File: config.mk
export PLATFORM = sky130hd
export DESIGN_NAME = vcrcc_regs
export DESIGN_NICKNAME = d
export VERILOG_FILES = /design/src/verilog/vcrcc_pkg.sv /design/src/verilog/vcrcc_table_loader.sv /design/src/verilog/vcrcc_read_mux.sv /design/src/verilog/vcrcc_regs.sv
export VERILOG_INCLUDE_DIRS = /design/src /design/src/verilog
export SDC_FILE = /design/constraint.sdc
export NUM_CORES = 1
export LEC_CHECK = 0
export BUFFER_PORTS_ARGS = -buffer_cell sky130_fd_sc_hd__buf_2
export CORE_MARGIN = 2
export CORE_UTILIZATION = 39
export CTS_CLUSTER_SIZE = 20
export DETAILED_ROUTE_END_ITERATION = 8
export GPL_TIMING_DRIVEN = 0
export MAX_ROUTING_LAYER = met4
export PLACE_DENSITY = 0.76
export RECOVER_POWER = 25
export SLEW_MARGIN = 20
export SYNTH_ARGS = -nofsm -noshare
export SYNTH_HDL_FRONTEND = slang
export SYNTH_SLANG_ARGS = --single-unit
File: constraint.sdc
create_clock -name clk -period 1.1 [get_ports clk]
set_input_delay 0.055 -clock clk [delete_from_list [all_inputs] [get_ports clk]]
set_output_delay 0.055 -clock clk [all_outputs]
set_load 0.02 [all_outputs]
File: src/verilog/vcrcc_consts.svh
`ifndef VCRCC_CONSTS_SVH
`define VCRCC_CONSTS_SVH
// Register byte offsets
`define VCRCC_CAP_OFFSET 12'h110
`define VCRCC_CTL_OFFSET 12'h114
`define VCRCC_ADDR_W 12
// Capability fields
`define VCRCC_ARBCAP_LSB 0
`define VCRCC_ARBCAP_MSB 7
`define VCRCC_ARBCAP_RESET 8'h01
`define VCRCC_ARBCAP_MASK 8'h01
`define VCRCC_APS_BIT 14
`define VCRCC_REJECT_SNOOP_BIT 15
`define VCRCC_MAX_TIME_SLOTS_LSB 16
`define VCRCC_MAX_TIME_SLOTS_MSB 22
`define VCRCC_TBLOFF_LSB 24
`define VCRCC_TBLOFF_MSB 31
`define VCRCC_TBLOFF_RESET 8'h00
// Control fields
`define VCRCC_TCMAP_LSB 0
`define VCRCC_TCMAP_MSB 7
`define VCRCC_TCMAP_RESET 8'hFF
`define VCRCC_TCMAP_WMASK 8'hFE
`define VCRCC_LOAD_BIT 16
`define VCRCC_SEL_LSB 17
`define VCRCC_SEL_MSB 19
`define VCRCC_SEL_RESET 3'h0
`define VCRCC_CHANNEL_IDENTIFIER_LSB 24
`define VCRCC_CHANNEL_IDENTIFIER_MSB 26
`define VCRCC_CHANNEL_IDENTIFIER_VALUE 3'h0
`define VCRCC_CHANNEL_ENABLE_BIT 31
// Cycles the arbitrator takes to latch the table
`define VCRCC_LOAD_CYCLES 4'h4
`endif

File: src/verilog/vcrcc_pkg.sv
package vcrcc_pkg;
  typedef logic [31:0] vcrcc_word_t;
  typedef logic [11:0] vcrcc_addr_t;
  typedef enum logic [1:0] {
    VCRCC_LOAD_IDLE,
    VCRCC_LOAD_BUSY
  } vcrcc_load_state_t;
endpackage

File: src/verilog/vcrcc_table_loader.sv
`timescale 1ns/1ps
`include "vcrcc_consts.svh"
module vcrcc_table_loader (
  input wire logic clk,
  input wire logic resetn,
  input wire logic load_req,
  input wire logic table_write,
  output logic load_pulse,
  output logic arb_table_status
);
  import vcrcc_pkg::*;
  vcrcc_load_state_t state_reg, state_next;
  logic [3:0] cnt_reg, cnt_next;
  logic stat_reg, stat_next;
  logic pulse_reg, pulse_next;

  ////////////////////////////////////////////////////////////
  always_comb begin
    state_next = state_reg;
    cnt_next = cnt_reg;
    pulse_next = 1'b0;
    stat_next = stat_reg;
    case (state_reg)
      VCRCC_LOAD_IDLE: begin
        if (load_req) begin
          state_next = VCRCC_LOAD_BUSY;
          cnt_next = `VCRCC_LOAD_CYCLES;
          pulse_next = 1'b1;
        end
      end
      VCRCC_LOAD_BUSY: begin
        if (cnt_reg == 4'h1) begin
          state_next = VCRCC_LOAD_IDLE;
          stat_next = 1'b0;
        end
        cnt_next = cnt_reg - 4'h1;
      end
      default: state_next = VCRCC_LOAD_IDLE;
    endcase
    // A table write in the finishing cycle keeps the flag set
    if (table_write) begin
      stat_next = 1'b1;
    end
  end

  always_ff @(posedge clk or negedge resetn) begin
    if (!resetn) begin
      state_reg <= VCRCC_LOAD_IDLE;
      cnt_reg <= 4'h0;
      stat_reg <= 1'b0;
      pulse_reg <= 1'b0;
    end else begin
      state_reg <= state_next;
      cnt_reg <= cnt_next;
      stat_reg <= stat_next;
      pulse_reg <= pulse_next;
    end
  end

  assign load_pulse = pulse_reg;
  assign arb_table_status = stat_reg;
endmodule

File: src/verilog/vcrcc_read_mux.sv
`timescale 1ns/1ps
`include "vcrcc_consts.svh"
module vcrcc_read_mux (
  input wire vcrcc_pkg::vcrcc_addr_t addr,
  input wire vcrcc_pkg::vcrcc_word_t cap_word,
  input wire vcrcc_pkg::vcrcc_word_t ctl_word,
  output vcrcc_pkg::vcrcc_word_t rd_word
);
  import vcrcc_pkg::*;
  always_comb begin
    case (addr)
      `VCRCC_CAP_OFFSET: rd_word = cap_word;
      `VCRCC_CTL_OFFSET: rd_word = ctl_word;
      // Unmapped addresses read as zero
      default: rd_word = 32'h00000000;
    endcase
  end
endmodule

File: src/verilog/vcrcc_regs.sv
`timescale 1ns/1ps
`include "vcrcc_consts.svh"
// Contract
// - Arbitration capability resets to 0x1; only bit 0 may be set.
// - Table offset in bits 31:24, 16-byte units, resets to zero.
// - Advanced packet switch bit 14 and reject snoop bit 15 read zero.
// - Max time slots bits 22:16 read as zero.
// - Traffic class map resets to 0xFF, bit 0 fixed, bits 1-7 writable.
// - Writing one to load bit 16 loads the table; zero does nothing.
// - The load bit always reads zero.
// - A load is honoured only when the chosen scheme uses the table.
// - Channel identifier bits 26:24 are fixed zero.
// - Channel enable bit 31 is fixed one.
// - Table status sets on a table write, clears when a load finishes.
module vcrcc_regs (
  input wire logic clk,
  input wire logic resetn,
  input wire vcrcc_pkg::vcrcc_addr_t addr,
  input wire vcrcc_pkg::vcrcc_word_t wdata,
  input wire logic wr,
  input wire logic rd,
  output vcrcc_pkg::vcrcc_word_t rdata,
  input wire logic write_lock_open,
  input wire logic table_entry_write,
  output logic [7:0] traffic_class_map,
  output logic [2:0] port_arb_select,
  output logic [7:0] port_arb_capability,
  output logic [7:0] arb_table_offset,
  output logic load_arb_table,
  output logic arb_table_status
);
  import vcrcc_pkg::*;

  ////////////////////////////////////////////////////////////
  logic [7:0] arbcap_reg, arbcap_next;
  logic [7:0] tbloff_reg, tbloff_next;
  logic [7:0] tcmap_reg, tcmap_next;
  logic [2:0] sel_reg, sel_next;
  vcrcc_word_t rdata_reg, rdata_next;
  vcrcc_word_t cap_word, ctl_word, rd_word;
  logic cap_wr, ctl_wr, load_req, table_used;

  assign cap_wr = wr && (addr == `VCRCC_CAP_OFFSET);
  assign ctl_wr = wr && (addr == `VCRCC_CTL_OFFSET);

  // Only hardware fixed round robin exists, and its scheme number
  // is zero; a table-based scheme would have a higher number whose
  // capability bit is never set, so no request ever reaches the loader.
  assign table_used = (sel_reg != 3'h0) && arbcap_reg[sel_reg];
  assign load_req = ctl_wr && wdata[`VCRCC_LOAD_BIT] && table_used;

  always_comb begin
    arbcap_next = arbcap_reg;
    tbloff_next = tbloff_reg;
    tcmap_next = tcmap_reg;
    sel_next = sel_reg;
    if (cap_wr && write_lock_open) begin
      arbcap_next = wdata[`VCRCC_ARBCAP_MSB:`VCRCC_ARBCAP_LSB]
        & `VCRCC_ARBCAP_MASK;
      tbloff_next = wdata[`VCRCC_TBLOFF_MSB:`VCRCC_TBLOFF_LSB];
    end
    if (ctl_wr) begin
      tcmap_next = (wdata[`VCRCC_TCMAP_MSB:`VCRCC_TCMAP_LSB]
        & `VCRCC_TCMAP_WMASK) | ~`VCRCC_TCMAP_WMASK;
      // Software keeps this to a supported scheme
      sel_next = wdata[`VCRCC_SEL_MSB:`VCRCC_SEL_LSB];
    end
  end

  always_comb begin
    cap_word = 32'h00000000;
    cap_word[`VCRCC_ARBCAP_MSB:`VCRCC_ARBCAP_LSB] = arbcap_reg;
    cap_word[`VCRCC_APS_BIT] = 1'b0;
    cap_word[`VCRCC_REJECT_SNOOP_BIT] = 1'b0;
    cap_word[`VCRCC_MAX_TIME_SLOTS_MSB:`VCRCC_MAX_TIME_SLOTS_LSB] = 7'h00;
    cap_word[`VCRCC_TBLOFF_MSB:`VCRCC_TBLOFF_LSB] = tbloff_reg;
    ctl_word = 32'h00000000;
    ctl_word[`VCRCC_TCMAP_MSB:`VCRCC_TCMAP_LSB] = tcmap_reg;
    ctl_word[`VCRCC_LOAD_BIT] = 1'b0;
    ctl_word[`VCRCC_SEL_MSB:`VCRCC_SEL_LSB] = sel_reg;
    ctl_word[`VCRCC_CHANNEL_IDENTIFIER_MSB:`VCRCC_CHANNEL_IDENTIFIER_LSB] = `VCRCC_CHANNEL_IDENTIFIER_VALUE;
    ctl_word[`VCRCC_CHANNEL_ENABLE_BIT] = 1'b1;
    rdata_next = rd ? rd_word : 32'h00000000;
  end

  always_ff @(posedge clk or negedge resetn) begin
    if (!resetn) begin
      arbcap_reg <= `VCRCC_ARBCAP_RESET;
      tbloff_reg <= `VCRCC_TBLOFF_RESET;
      tcmap_reg <= `VCRCC_TCMAP_RESET;
      sel_reg <= `VCRCC_SEL_RESET;
      rdata_reg <= 32'h00000000;
    end else begin
      arbcap_reg <= arbcap_next;
      tbloff_reg <= tbloff_next;
      tcmap_reg <= tcmap_next;
      sel_reg <= sel_next;
      rdata_reg <= rdata_next;
    end
  end

  ////////////////////////////////////////////////////////////
  vcrcc_read_mux u_mux (
    .addr(addr),
    .cap_word(cap_word),
    .ctl_word(ctl_word),
    .rd_word(rd_word)
  );

  vcrcc_table_loader u_loader (
    .clk(clk),
    .resetn(resetn),
    .load_req(load_req),
    .table_write(table_entry_write),
    .load_pulse(load_arb_table),
    .arb_table_status(arb_table_status)
  );

  assign rdata = rdata_reg;
  assign traffic_class_map = tcmap_reg;
  assign port_arb_select = sel_reg;
  assign port_arb_capability = arbcap_reg;
  assign arb_table_offset = tbloff_reg;
endmodule

==> results.yml <==
status:
  status: "finished with violations"
  violations: "setup timing"
setup_path:
  crit_path_end_kind: "register"
  cp-start-kind: "input pin"
  arrival_ns: 1.69
  worst_ep_required_time_ns: 1.26
  r2r.worst_path.cells: 5
  critPathKind: "input pin to register"
  worstPathMaxFanout: 10
final_layout:
  nNetsFinal: 318
  areaGrowthSynthToFinish_pct: 53.6
  drive_gt1_frac: 0.588
  diodes: 0
  largest_reg_flops: 19
  fin_cells: 321
  utilization: 0.621
clock_network:
  htreeDepth: 2
  cts_sinks: 45
  cts_tree: "yes"
  ctsLongestPathBuffers: 2
  cts_made_buffers: 5
  clk_latency_ns: 0.28
  root_buffer: "clkbuf_8"
  clkSlewWorstSetupHoldPaths_ns: 0.07
global_routing:
  antenna_found_initial: 0
  grt_pass1_wl_mm: 6.29
  grt_max_degree: 46
  grt-ovfl-total: 0
  grt.total_usage: 0.156
  grt_pass1_vias: 1325
detailed_routing:
  ant_nets: 0
  num_vias: 1366
  vias_per_cell: 4.26
  drt_iter0_markers: 26
  routed_wl_mm: 4.01
  drc_errors: 0
  drt-wirelength-per-cell_um: 12.5
  firstDrtPassIters: 3
sta:
  drv_slew: 0
  hold_violations: 0
  slew_headroom: 0.605
  min_period_ns: 1.53
  clock_skew_ns: 0.00707
  fmax_ghz: 0.655
  final.setup.tns_ns: -5.83
  setup_viol: 26
  period_share: 1.39
  tightest_slew_ns: 0.592
  postLayoutSetupSlackWorst_ns: -0.427
  grt_setup_unrepaired: "true"
placement:
  placed_cells: 289
  hpwl_mm: 2.80
  portBuffers: 76
  place_congestion: 0.686
synth:
  avgSynthCellArea_um2: 13.6
  synth_most_common_cell: "dfrtp_1"
  yosys.area.top_type_share: 0.488
  synth_edf_count: 0
  ys_types: 27
  synth_flop_cell: "dfrtp_1"
  ys_warn_count: 0
  postSynthCellCount: 139
  synth_seq_cells: 45
  synth_area_mm2: 0.00190
  synthTopCellsByArea: "dfrtp_1 49%, dfstp_2 11%, buf_4 8.3%"
  yosysTopAreaCell: "dfrtp_1"
  yosys-top-cells-count: "37 x dfrtp_1, 21 x buf_4, 16 x and2_1"
  yosysSeqAreaShare: 0.599
  async_reset_ff_frac: 1.00
die:
  die_y_um: 73.7
  ios: 111
  initial_utilization: 0.404
  dieArea_mm2: 0.00544
  die_w_um: 73.7
  design.core.area_mm2: 0.00469
  rows: 25
pwr:
  p_int_mw: 2.51
  leakagePower_nw: 1.63
  clockPowerShare: 0.370
  peakVddDrop_uv: 580
  p_sw_frac: 0.211
  switchingPower_mw: 0.671
  finalPower_mw: 3.18
  power_frac_comb: 0.107
  powerDensity_mw_per_mm2: 1090
  seqPwrFrac: 0.523
worst_hold_path:
  hold_depth: 2
  min_path_type: "input pin to register"
run:
  maxCapViolations: 0
-- cells in the final DEF (no fill, tap or decap), types with 3 or more instances in the layout --
cell | netlist | routed
dlygate4sd3_1 | 0 | 17
dfrtp_1 | 37 | 35
buf_4 | 21 | 25
and2_1 | 16 | 13
nand2_1 | 4 | 4
mux2_4 | 10 | 11
and2_4 | 0 | 3
dfstp_2 | 8 | 7
conb_1 | 2 | 22
buf_2 | 0 | 72
mux2_2 | 9 | 8
buf_6 | 1 | 4
nor2_1 | 5 | 5
buf_8 | 0 | 3
clkbuf_8 | 0 | 5
-- logic make-up (layout without fill, tap and decap cells) --
| group | Yosys count | count (layout) | synth area share |
|---|---|---|---|
| adders and majority gates | 2 | 2 | 0.0132 |
| and+or+nand+nor | 42 | 42 | 0.138 |
| buffers and inverters | 24 | 132 | 0.0930 |
| AOI/OAI and AO/OA | 2 | 2 | 0.00660 |
| DFF | 45 | 45 | 0.599 |
| other | 2 | 22 | 0.00396 |
| muxes | 19 | 19 | 0.133 |
| xor gates and xnor gates | 3 | 3 | 0.0139 |
-- layer usage --
layer,GRT usage,vias up,share of wire
li1,-,676,-
met1,0.176,641,0.41
met2,0.271,45,0.54
met3,0.0357,4,0.042
met4,0.0505,0,0.013
met5,-,-,0
-- final cells by class --
class                   instances  area, um^2
fillers                       381        1780
flip-flops and latches         45        1140
multi-input cells              90         776
repair buffers                100         643
plain buffers                  22         173
clock buffers                   6        72.6
well taps                      54        67.6
clock inverters                 2        35.0
inverters                       2        7.51
-- per-stage QoR --
stage	worst slack (ns)	hold WS, ns	area [um^2]
floorplan	-0.576	-0.241	2020
global placement	-1.10	0.232	2470
detailed placement	-0.898	0.237	2470
CTS	-0.414	-0.0557	2840
global route	-0.434	0.00121	2910
finish	-0.427	0.0185	2910
-- repair_timing --
| action | in CTS | in global routing |
|---|---|---|
| hold buffers | 15 | 2 |
| setup endpoints to repair | 36 | 31 |
| endpoints found under the hold margin | 52 | 38 |
| pin swaps | 9 | 3 |
| gates resized for setup | 13 | 13 |
| cloned | 1 | 0 |
| setup buffers | 6 | 0 |
-- path summary, 6_finish.rpt --
kind / to / startpoint / slack, ns
worst min register to register: u_loader.arb_table_status$_DFFE_PN0P_ / u_loader.arb_table_status$_DFFE_PN0P_ / 0.49
worst max register to register: u_loader.arb_table_status$_DFFE_PN0P_ / u_loader.cnt_reg[1]$_DFFE_PN0P_ / 0.01
min in group asynchronous: rdata[6]$_DFF_PN0_ / resetn / 0.33
worst min-delay path: arb_table_offset[0]$_DFFE_PN0P_ / wdata[24] / 0.02
worst max-delay path: port_arb_select[0]$_DFFE_PN0P_ / addr[9] / -0.43
max in group asynchronous: u_loader.state_reg[0]$_DFFE_PN0P_ / resetn / 0.34
-- power groups by stage --
stage	clock (mW)	combinational, mW	sequential (mW)
floorplan	0	0.144	1.70
global placement	0	0.261	1.69
detailed placement	0	0.266	1.69
CTS	1.21	0.323	1.66
global route	1.29	0.371	1.66
finish	1.18	0.339	1.66
-- critical path, stage by stage --
cell and delay, ns:
buf_8 0.09, or4b_4 0.54, or4_4 0.53, buf_8 0.17, mux2_4 0.30
No activity file was read; power rests on OpenSTA's default activity.
